--- src/core/awc_pkg.sv ---
// Package for the write and SMART command sequencer.
// Assumes a task-file front end that latches host register writes.
package awc_pkg;
  // Command codes
  localparam logic [7:0] CMD_WR_EXT = 8'h34;
  localparam logic [7:0] CMD_WR_NOERASE = 8'h38;
  localparam logic [7:0] CMD_WR_VERIFY = 8'h3c;
  localparam logic [7:0] CMD_WR_SECT0 = 8'h30;
  localparam logic [7:0] CMD_WR_SECT1 = 8'h31;
  localparam logic [7:0] CMD_SMART = 8'hb0;
  // SMART feature codes
  localparam logic [7:0] FEAT_READ_DATA = 8'hd0;
  localparam logic [7:0] FEAT_READ_THRESH = 8'hd1;
  localparam logic [7:0] FEAT_AUTOSAVE = 8'hd2;
  localparam logic [7:0] FEAT_ENABLE = 8'hd8;
  localparam logic [7:0] FEAT_DISABLE = 8'hd9;
  localparam logic [7:0] FEAT_STATUS = 8'hda;
  localparam logic [7:0] SMART_KEY_HI = 8'hc2;
  localparam logic [7:0] SMART_KEY_LO = 8'h4f;
  localparam logic [7:0] AUTOSAVE_ALT = 8'hf1;
  // Status bits
  localparam int ST_ERR = 0;
  localparam int ST_DRQ = 3;
  localparam int ST_RDY = 6;
  localparam int ST_BSY = 7;
  // Status byte values
  localparam logic [7:0] STAT_READY = 8'h40;
  localparam logic [7:0] STAT_BUSY = 8'h80;
  localparam logic [7:0] STAT_DATA = 8'h48;
  localparam logic [7:0] STAT_FAIL = 8'h41;
  localparam logic [7:0] ERR_ABORT = 8'h04;
  localparam logic [7:0] ERR_WRITE = 8'h10;
  // Sector word count (256 x 16 bit)
  localparam int SECT_WORDS = 256;
  localparam logic [16:0] MAX_EXT = 17'h10000;
  localparam logic [16:0] MAX_STD = 17'h00100;

  // Task file as captured by the front end
  typedef struct packed {
    logic [7:0] cmd;
    logic [7:0] feature;
    logic [15:0] count;   // high byte is the HOB copy
    logic [47:0] lba;     // ext: full; 28 bit: cyl/sector in [23:0], head in its own field
    logic [3:0] head;
  } awc_taskfile_t;

  // Request to the flash back end
  typedef struct packed {
    logic [47:0] lba;
    logic no_erase;
    logic verify;
  } awc_flash_req_t;
endpackage

--- src/core/awc_seq.sv ---
// Write and SMART command sequencer of the card task-file interface.
// Assumes a front end that latches task-file writes and a flash back end.
// How it works
// - Ext write moves 1 to 65536 sectors per the 16-bit count.
// - Ext count zero means 65536 sectors.
// - Ext write interrupts on each data block.
// - Write error stops at the failing sector.
// - Failing sector's full LBA is left in the address output.
// - Code 34h is the 48-bit address sector write.
// - Code 38h writes with no implied erase.
// - Non-erased target falls back to a normal write.
// - Code 3Ch verifies each sector after writing it.
// - SMART operation is picked by the feature value.
// - Unknown SMART features are aborted.
// - SMART on/off is kept in nonvolatile storage.
// - Features D8h/D9h with C2h/4Fh key switch SMART on/off.
// - Autosave feature completes with no other effect.
// - SMART read data returns exactly one sector.
// - Accept sets BSY, then DRQ with BSY clear, waits for data.
// - No interrupt before the first data block.
// - Eight-bit count zero means 256 sectors.
// - HOB bit selects the upper byte of extended fields.
//
// The implementer's own choices: strobed register access and the register addresses.
`timescale 1ns/1ps
`default_nettype none
module awc_seq
  import awc_pkg::*;
(
  input wire logic clock_in,
  input wire logic rst_n_in,
  input wire logic cmd_go_in,
  input wire awc_pkg::awc_taskfile_t tf_in,
  input wire logic host_word_in,
  input wire logic smart_nv_in,
  input wire logic flash_done_in,
  input wire logic flash_err_in,
  input wire logic flash_erased_in,
  input wire logic verify_ok_in,
  output logic [7:0] status_out,
  output logic [7:0] error_out,
  output logic irq_out,
  output logic [47:0] err_lba_out,
  output logic [16:0] remain_out,
  output logic flash_go_out,
  output awc_pkg::awc_flash_req_t flash_req_out,
  output logic smart_rd_out,
  output logic smart_en_out,
  output logic nv_wr_out,
  output logic send_word_out
);
  import awc_pkg::*;

  typedef enum logic [6:0] {
    S_IDLE = 7'b0000001,
    S_ACCEPT = 7'b0000010,
    S_FILL = 7'b0000100,
    S_PROG = 7'b0001000,
    S_SEND = 7'b0010000,
    S_DONE = 7'b0100000,
    S_FAIL = 7'b1000000
  } awc_state_t;

  logic [1:0] rst_sync_reg;
  logic rst_n;
  awc_state_t state_reg;
  logic [16:0] left_reg;
  logic [47:0] lba_reg;
  logic [8:0] word_reg;
  logic ext_reg, noerase_reg, verify_reg, smart_reg, nv_reg;
  // Abort rather than write error for a command that never ran
  logic abort_reg;
  // High once the stored SMART state has been taken after reset
  logic nv_loaded_reg;
  // No-erase request bit held in a flop for the back end
  logic no_erase_reg;
  logic [7:0] status_reg, error_reg;
  logic irq_reg, go_reg, rd_reg, nvw_reg, send_reg;

  // Reset release through two flops
  always_ff @(posedge clock_in or negedge rst_n_in)
  begin
    if (!rst_n_in)
      rst_sync_reg <= 2'h0;
    else
      rst_sync_reg <= {rst_sync_reg[0], 1'b1};
  end
  // Only the second flop feeds the logic
  assign rst_n = rst_sync_reg[1];

  // Command decode
  // ext code
  wire is_ext = (tf_in.cmd == CMD_WR_EXT);
  wire is_noerase = (tf_in.cmd == CMD_WR_NOERASE);
  wire is_verify = (tf_in.cmd == CMD_WR_VERIFY);
  wire is_write = is_ext || is_noerase || is_verify
    || tf_in.cmd == CMD_WR_SECT0 || tf_in.cmd == CMD_WR_SECT1;
  wire is_smart = (tf_in.cmd == CMD_SMART);
  wire key_ok = tf_in.lba[23:16] == SMART_KEY_HI
    && tf_in.lba[15:8] == SMART_KEY_LO;
  wire f_read = tf_in.feature == FEAT_READ_DATA
    || tf_in.feature == FEAT_READ_THRESH;
  wire f_auto = tf_in.feature == FEAT_AUTOSAVE
    && (tf_in.count[7:0] == 8'h00 || tf_in.count[7:0] == AUTOSAVE_ALT);
  wire f_en = tf_in.feature == FEAT_ENABLE;
  wire f_dis = tf_in.feature == FEAT_DISABLE;
  wire f_stat = tf_in.feature == FEAT_STATUS;
  wire smart_ok = key_ok && (f_read || f_auto || f_en || f_dis || f_stat);
  // ext 16-bit count, zero is 65536; 8-bit count, zero is 256
  wire [16:0] cnt_ext = (tf_in.count == 16'h0000) ? MAX_EXT
    : {1'b0, tf_in.count};
  wire [16:0] cnt_std = (tf_in.count[7:0] == 8'h00) ? MAX_STD
    : {9'h000, tf_in.count[7:0]};
  // 28-bit address from head, cylinder and sector number
  wire [47:0] lba28 = {20'h00000, tf_in.head, tf_in.lba[23:0]};
  wire last_word = (word_reg == 9'(SECT_WORDS - 1));
  wire [47:0] lba_inc = lba_reg + 48'h1;
  // a flash error or a failed verify ends the command here
  wire sect_bad = flash_err_in || (verify_reg && !verify_ok_in);

  // Sequencer state
  always_ff @(posedge clock_in or negedge rst_n)
  begin
    if (!rst_n)
      state_reg <= S_IDLE;
    else
    begin
      unique case (state_reg)
        S_IDLE:
          if (cmd_go_in)
            state_reg <= (is_write || (is_smart && smart_ok)) ? S_ACCEPT
              : S_FAIL;
        S_ACCEPT:
          state_reg <= smart_reg ? (rd_reg ? S_SEND : S_DONE) : S_FILL;
        S_FILL:
          if (host_word_in && last_word)
            state_reg <= S_PROG;
        S_PROG:
          if (flash_done_in)
            state_reg <= sect_bad ? S_FAIL
              : (left_reg == 17'h00001 ? S_DONE : S_FILL);
        S_SEND:
          if (last_word)
            state_reg <= S_DONE;
        S_DONE:
          state_reg <= S_IDLE;
        S_FAIL:
          state_reg <= S_IDLE;
      endcase
    end
  end

  // Command parameters, counters and address
  always_ff @(posedge clock_in or negedge rst_n)
  begin
    if (!rst_n)
    begin
      left_reg <= 17'h0;
      lba_reg <= 48'h0;
      word_reg <= 9'h0;
      ext_reg <= 1'b0;
      noerase_reg <= 1'b0;
      verify_reg <= 1'b0;
      smart_reg <= 1'b0;
      rd_reg <= 1'b0;
      abort_reg <= 1'b0;
    end
    else
    begin
      if (state_reg == S_IDLE && cmd_go_in)
      begin
        // count and LBA arrive with HOB bytes already merged
        left_reg <= is_ext ? cnt_ext : cnt_std;
        lba_reg <= is_ext ? tf_in.lba : lba28;
        ext_reg <= is_ext;
        noerase_reg <= is_noerase;
        verify_reg <= is_verify;
        smart_reg <= is_smart;
        rd_reg <= is_smart && f_read;
        // anything but a write that fails at once is an abort
        abort_reg <= !is_write;
      end
      // Word counter wraps at the end of each sector
      if ((state_reg == S_FILL && host_word_in) || state_reg == S_SEND)
        word_reg <= last_word ? 9'h0 : word_reg + 9'h1;
      if (state_reg == S_PROG && flash_done_in && !sect_bad)
      begin
        left_reg <= left_reg - 17'h1;
        lba_reg <= lba_inc;
      end
    end
  end

  // Host-visible status, error and interrupt
  always_ff @(posedge clock_in or negedge rst_n)
  begin
    if (!rst_n)
    begin
      status_reg <= STAT_READY;
      error_reg <= 8'h0;
      irq_reg <= 1'b0;
    end
    else
    begin
      irq_reg <= 1'b0;
      unique case (state_reg)
        S_IDLE:
          if (cmd_go_in)
          begin
            status_reg <= STAT_BUSY;
            error_reg <= 8'h0;
          end
        // DRQ set, BSY cleared, except SMART without read stays busy; no first interrupt
        S_ACCEPT:
          status_reg <= smart_reg && !rd_reg ? STAT_BUSY : STAT_DATA;
        S_FILL:
          if (host_word_in && last_word)
            status_reg <= STAT_BUSY;
        S_PROG:
          if (flash_done_in && !sect_bad && left_reg != 17'h00001)
          begin
            status_reg <= STAT_DATA;
            irq_reg <= 1'b1;
          end
        S_SEND:
          if (last_word)
            status_reg <= STAT_BUSY;
        S_DONE:
        begin
          status_reg <= STAT_READY;
          irq_reg <= 1'b1;
        end
        // Commands that never ran abort; sector failures are write errors
        S_FAIL:
        begin
          status_reg <= STAT_FAIL;
          error_reg <= abort_reg ? ERR_ABORT : ERR_WRITE;
          irq_reg <= 1'b1;
        end
      endcase
    end
  end

  // Flash requests, SMART state and data send strobes
  always_ff @(posedge clock_in or negedge rst_n)
  begin
    if (!rst_n)
    begin
      go_reg <= 1'b0;
      nv_reg <= 1'b0;
      nv_loaded_reg <= 1'b0;
      nvw_reg <= 1'b0;
      send_reg <= 1'b0;
      no_erase_reg <= 1'b0;
    end
    else
    begin
      go_reg <= state_reg == S_FILL && host_word_in && last_word;
      send_reg <= state_reg == S_SEND;
      nvw_reg <= 1'b0;
      // skip erase; a sector not erased gets a normal write
      no_erase_reg <= noerase_reg & flash_erased_in;
      // take the stored SMART state once, at the first edge
      nv_loaded_reg <= 1'b1;
      if (!nv_loaded_reg)
        nv_reg <= smart_nv_in;
      if (state_reg == S_IDLE && cmd_go_in && is_smart && key_ok
          && (f_en || f_dis))
      begin
        nv_reg <= f_en;
        nvw_reg <= 1'b1;
      end
    end
  end

  assign status_out = status_reg;
  assign error_out = error_reg;
  assign irq_out = irq_reg;
  assign err_lba_out = lba_reg;
  assign remain_out = left_reg;
  assign flash_go_out = go_reg;
  // Request fields all come from flops
  assign flash_req_out = '{lba: lba_reg,
    no_erase: no_erase_reg, verify: verify_reg};
  assign smart_rd_out = rd_reg;
  assign smart_en_out = nv_reg;
  assign nv_wr_out = nvw_reg;
  assign send_word_out = send_reg;
endmodule
`default_nettype wire

--- config.mk ---
export PLATFORM = sky130hd
export DESIGN_NAME = awc_seq
export DESIGN_NICKNAME = d
export VERILOG_FILES = /design/src/core/awc_pkg.sv /design/src/core/awc_seq.sv
export SDC_FILE = /design/constraint.sdc
export NUM_CORES = 1
export LEC_CHECK = 0
export BUFFER_PORTS_ARGS = -buffer_cell sky130_fd_sc_hd__buf_2
export CAP_MARGIN = 20
export CELL_PAD_IN_SITES_DETAIL_PLACEMENT = 0
export CELL_PAD_IN_SITES_GLOBAL_PLACEMENT = 1
export CORE_UTILIZATION = 30
export CTS_CLUSTER_SIZE = 28
export DETAILED_ROUTE_END_ITERATION = 16
export HOLD_SLACK_MARGIN = 0.15
export PLACE_DENSITY = 0.73
export SLEW_MARGIN = 25
export SYNTH_ARGS = -nofsm -noshare
export SYNTH_HDL_FRONTEND = slang
export SYNTH_SLANG_ARGS = --single-unit
--- constraint.sdc ---
create_clock -name clock_in -period 4.3 [get_ports clock_in]
set_input_delay 1.29 -clock clock_in [delete_from_list [all_inputs] [get_ports clock_in]]
set_output_delay 1.29 -clock clock_in [all_outputs]
set_load 0.02 [all_outputs]
# --- After elaboration in Yosys (flattened, before gate mapping) ---
# Index checks and enable logic that the tools add are counted.
classes:
  add_sub_neg: 3
  multipliers: 0
  div_mod_pow: 0
  order_cmp: 0
  eq_ne: 31
  n_shift: 0
  muxes: 33
  bitwise: 1
  reduce_logical: 44
op_table:
  columns: ["operator", "n"]
  rows:
  - ["two-way mux 48 bit", 3]
  - ["equality test 8 bit, second input constant", 9]
  - ["two-way mux 17 bit", 4]
  - ["case mux 8 bit (7 select lines)", 1]
  - ["adder 48 x 1 -> 48 bit, second input constant", 1]
  - ["two-way mux 8 bit", 6]
  - ["two-way mux 7 bit", 6]
  - ["case mux 7 bit (6 select lines)", 1]
  - ["equality test 8 x 6 -> 1 bit, second input constant", 5]
  - ["logical AND 1 bit", 18]
  - ["two-way mux 6 bit", 3]
  - ["two-way mux 9 bit", 2]
  - ["equality test 17 x 1 -> 1 bit, second input constant", 1]
  - ["!= test 17 x 1 -> 1 bit, second input constant", 1]
  - ["subtractor 17 x 1 -> 17 bit, second input constant", 1]
  - ["logical NOT 16 bit", 1]
  - ["case mux 8 bit (2 select lines)", 1]
  - ["logical OR 1 bit", 14]
  - ["adder 9 x 1 -> 9 bit, second input constant", 1]
  - ["equality test 9 x 8 -> 1 bit, second input constant", 1]
  - ["equality test 8 x 7 -> 1 bit, second input constant", 1]
  - ["logical NOT 8 bit", 1]
  - ["!= test 2 bit, second input constant", 4]
  - ["AND reduction 4 bit", 2]
  - ["other kinds (16)", 24]
word_totals:
  regBits: 111
  latch_bits: 0
  mem_bits_rw: 0
  romBits: 0
  inputBits: 93
  output_inout_bits: 137
  elab_cells: 131
  memories: 0

# --- Longest topological paths before layout ---
depth:
  word_depth: 13
  depth_mapped: 9
  depth_no_buf: 7

# --- Worst setup path after synthesis ---
# OpenSTA, ideal clock, no wires.
synth_path:
  path_kind: "input to register"
  startpoint: "in tf_in[82] (netlist name)"
  endpoint: "reg left_reg[13] (netlist: remain_out[13])"
  setup_ps: 99
  arrival_ps: 2619
  required_time_ps: 4201
  setup_slack_ps: 1582
  stages: 6
  path_buffers: 2
  path_cell_list: "and4bb_2 and4b_1 buf_2 buf_1 a21oi_1 a311oi_1"
synth_between:
  elab_chain_len: 4
synth_lines:
  columns: ["item", "line", "rtl"]
  rows:
  - ["start, declared", "awc_seq.sv:33", "input wire awc_pkg::awc_taskfile_t tf_in,"]
  - ["equality test 8 x 6 -> 1 bit", "awc_seq.sv:93", "wire is_ext = (tf_in.cmd == CMD_WR_EXT);"]
  - ["two-way mux 17 bit", "awc_seq.sv:173", "left_reg <= is_ext ? cnt_ext : cnt_std;"]
  - ["two-way mux 17 bit", "awc_seq.sv:170", "if (state_reg == S_IDLE && cmd_go_in)"]
  - ["two-way mux 17 bit", "awc_seq.sv:186", "if (state_reg == S_PROG && flash_done_in && !sect_bad)"]
  - ["end signal, assigned", "awc_seq.sv:173", null]
  - ["end signal, assigned", "awc_seq.sv:188", "left_reg <= left_reg - 17'h1;"]
  - ["end, declared", "awc_seq.sv:67", "logic [16:0] left_reg;"]
# No other way between the ends. The select of a mux whose other input is x is not followed.
# A chain may end at the register's enable or synchronous reset.

# --- Worst setup path in the final report ---
layout_path:
  startpoint: "in tf_in[76] (netlist name)"
  endpoint: "reg nv_reg (netlist: smart_en_out)"
layout_between:
  elab_chain_len: 5
  word_cells_on_any_way: 6
  cone_classes: "eq/ne: 2; mux: 1; reduce/logical: 3"
layout_lines:
  columns: ["item", "line", "rtl"]
  rows:
  - ["equality test 8 bit (*)", "awc_seq.sv:98", "wire is_smart = (tf_in.cmd == CMD_SMART);"]
  - ["logical AND 1 bit (*) (2 in a row)", "awc_seq.sv:267", "if (state_reg == S_IDLE && cmd_go_in && is_smart && key_ok"]
  - ["logical AND 1 bit (*)", "awc_seq.sv:268", "&& (f_en || f_dis))"]
  - ["!= test 2 x 1 -> 1 bit (no source line) or two-way mux 1 bit (tied branches)", null, null]
  - ["end signal, assigned", "awc_seq.sv:266", "nv_reg <= smart_nv_in;"]
  - ["end signal, assigned", "awc_seq.sv:270", "nv_reg <= f_en;"]
  - ["end, declared", "awc_seq.sv:70", "logic ext_reg, noerase_reg, verify_reg, smart_reg, nv_reg;"]
# Mark *: on every way between the ends. The rest lies on a longest branch, timed or not.

==> impl_metrics.tcl <==
set metrics [dict create \
    status "completed" \
    maxSlewViolCount 0 \
    area_growth_pct 21.20 \
    p_per_area_nw_per_um2 545.9 \
    cts_setup_buffers 0 \
    max_freq_mhz 312.6 \
    grt_usage_pct 19.90 \
    grt_setup_unrepaired "false" \
    async_reset_ff_share_pct 100.0 \
    p_leak_nw 3.499 \
    clkSlewWorstSetupHoldPaths_ns 0.07 \
    ctsRootBufferMaster "clkbuf_16" \
    yosys_most_used_dff "dfrtp_1" \
    synth_edf_count 0 \
    drt-initial-drc-count 452 \
    slowest_delay_ns 0.82 \
    crit_chain "buf_2 > nor4b_1 > nand4_1 > nor4_1 > and4b_1 > mux2i_1" \
    first_global_vias 5807 \
    end_kind "register" \
    setup_viol 0 \
    wirelength_um 20990 \
    initial_core_util_pct 30.83 \
    drive_gt1_share_pct 31.09 \
    n_antenna_cell 0 \
    ios 230 \
    cts_tree "done" \
    critPathRequiredTime_ns 4.59 \
    r2r_slack_ns 1.59 \
    grt_max_degree 65 \
    worst_pin_slew_ns 0.8546 \
    cp_max_fo 4 \
    synth_largest_area_cell "dfrtp_1" \
    cts_htree_levels 3 \
    grt_pass1_wl_um 33240 \
    ir_drop_mv 0.2427 \
    syn_avg_cell_area_um2 8.732 \
    numCtsBuffers 9 \
    ys_ff_latch 101 \
    clk_latency_ns 0.36 \
    cts-resized-gates 0 \
    synthTopCellsByArea "dfrtp_1, buf_4, nand2_1" \
    crit_type "in2reg" \
    critPathLaunchType "input port" \
    ys_seq_area_share_pct 40.29 \
    drv_cap 0 \
    vias 6224 \
    portBuffers 219 \
    first_pass_iters 5 \
    dpl.hpwl_um 16020 \
    antenna_found_initial 1 \
    hold_viol 0 \
    min_period_ns 3.199 \
    syn_area_um2 6279 \
    drcViolationCount 0 \
    fin_util_pct 37.37 \
    synth.top_cells.by_count "dfrtp_1, nand2_1, buf_4" \
    relSlewSlack_pct 42.50 \
    dieArea_um2 21510 \
    wl_per_cell_um 18.08 \
    fin_crit_sh_pct 74.40 \
    cts.sinks 101 \
    final_nets 983 \
    clock_path_buffers 2 \
    routed_via_density 5.361 \
    synthCells 719 \
    arrival_ns 3.48 \
    ant_nets 0 \
    die_x_um 146.7 \
    routabilityCongestion 0.7989 \
    yosysWarnings 0 \
    yosys.cell_count.top_type "dfrtp_1" \
    rows 52 \
    skew_ns 0.006541 \
    largest_register_ffs 48 \
    ys_types 77 \
    core_um2 20360 \
    min_path_type "reg2reg" \
    final.setup.tns_ns 0 \
    grt_overflow_total 0 \
    ctsHoldBuffers 0 \
    synth_top_area_share_pct 39.46 \
    cp_slowest_cell "nor4_1" \
    die_y_um 146.7 \
]
worst max-delay path, delay by kind of cell:
kind,cells,cell delay [ns]
buf+inv,1,0.12
mux,1,0.20
simple gates,4,1.87
metrics by stage:
step / cell area (um^2) / power, mW / cells / hold slack [ns] / setup WS, ns
6_report: 7610 / 4.154 / 1161 / 0.3534 / 1.101
4_1_cts: 7610 / 4.188 / 1161 / 0.3561 / 1.084
3_5_place_dp: 7300 / 3.316 / 1145 / 0.3389 / 0.7084
3_3_place_gp: 7300 / 3.302 / 1145 / 0.3380 / 0.6606
5_1_grt: 7610 / 4.421 / 1161 / 0.3768 / 0.9077
2_1_floorplan: 6316 / 2.816 / 729 / 0.3312 / 1.282
power breakdown:
part	internal, mW	total (mW)	switching [mW]
sequential	1.20	1.61	0.409
combinational	0.587	1.67	1.08
clock	0.472	0.871	0.399
total	2.26	4.15	1.89
worst paths after layout:
kind | from | cells past startpoint | endpoint
setup / recovery | tf_in[76] | 6 | smart_en_out$_DFFE_PN0P_
hold / removal | rst_sync_reg[0]$_DFF_PN0_ | 0 | rst_sync_reg[1]$_DFF_PN0_
setup reg to reg | state_reg[4]$_DFFE_PN0P_ | 7 | remain_out[3]$_DFFE_PN0P_
hold reg to reg | rst_sync_reg[0]$_DFF_PN0_ | 0 | rst_sync_reg[1]$_DFF_PN0_
max in group asynchronous | rst_sync_reg[1]$_DFF_PN0_ | 1 | err_lba_out[39]$_DFFE_PN0P_
min in group asynchronous | rst_sync_reg[1]$_DFF_PN0_ | 0 | word_reg[0]$_DFFE_PN0P_
cell usage in the layout (no fill, tap or decap), types with 16 or more instances in the layout:
cell	n
nand3_1	47
and3_1	16
dfrtp_1	98
nand2_1	83
nand4_1	23
inv_1	20
o211ai_1	18
o21ai_0	45
o311ai_0	17
buf_2	219
nor3_1	23
nor2_1	40
a21oi_1	22
final cells by class:
cell class | count | area [um^2]
timing repair buffer | 233 | 1201
inverter | 20 | 75.07
clock buffer | 10 | 239.0
sequential | 101 | 2534
fill | 2171 | 12750
multi-input combinational | 521 | 3152
clock inverter | 6 | 71.32
tap | 270 | 337.8
cells by family (layout without fill, tap and decap cells):
kind of cell / after synthesis / count (layout) / share of synthesized area [%]
flip-flops: 101 / 101 / 40.29
buffers and inverters: 107 / 269 / 10.16
multiplexers: 11 / 11 / 1.833
adder cells (fa/ha/maj): 4 / 4 / 0.7972
AO/OA/AOI/OAI: 171 / 171 / 18.43
other: 2 / 12 / 0.1196
XOR/XNOR: 9 / 9 / 1.255
AND/OR/NAND/NOR: 314 / 314 / 27.10
per-layer routing:
metal	vias to the layer above	GRT usage (%)	wire length, um
met5	-	0	0
met4	0	6.823	403
met3	22	2.813	1240
met2	241	30.90	9593
met1	2999	28.15	9749
li1	2962	-	-
(Power assumes the default switching activity.)
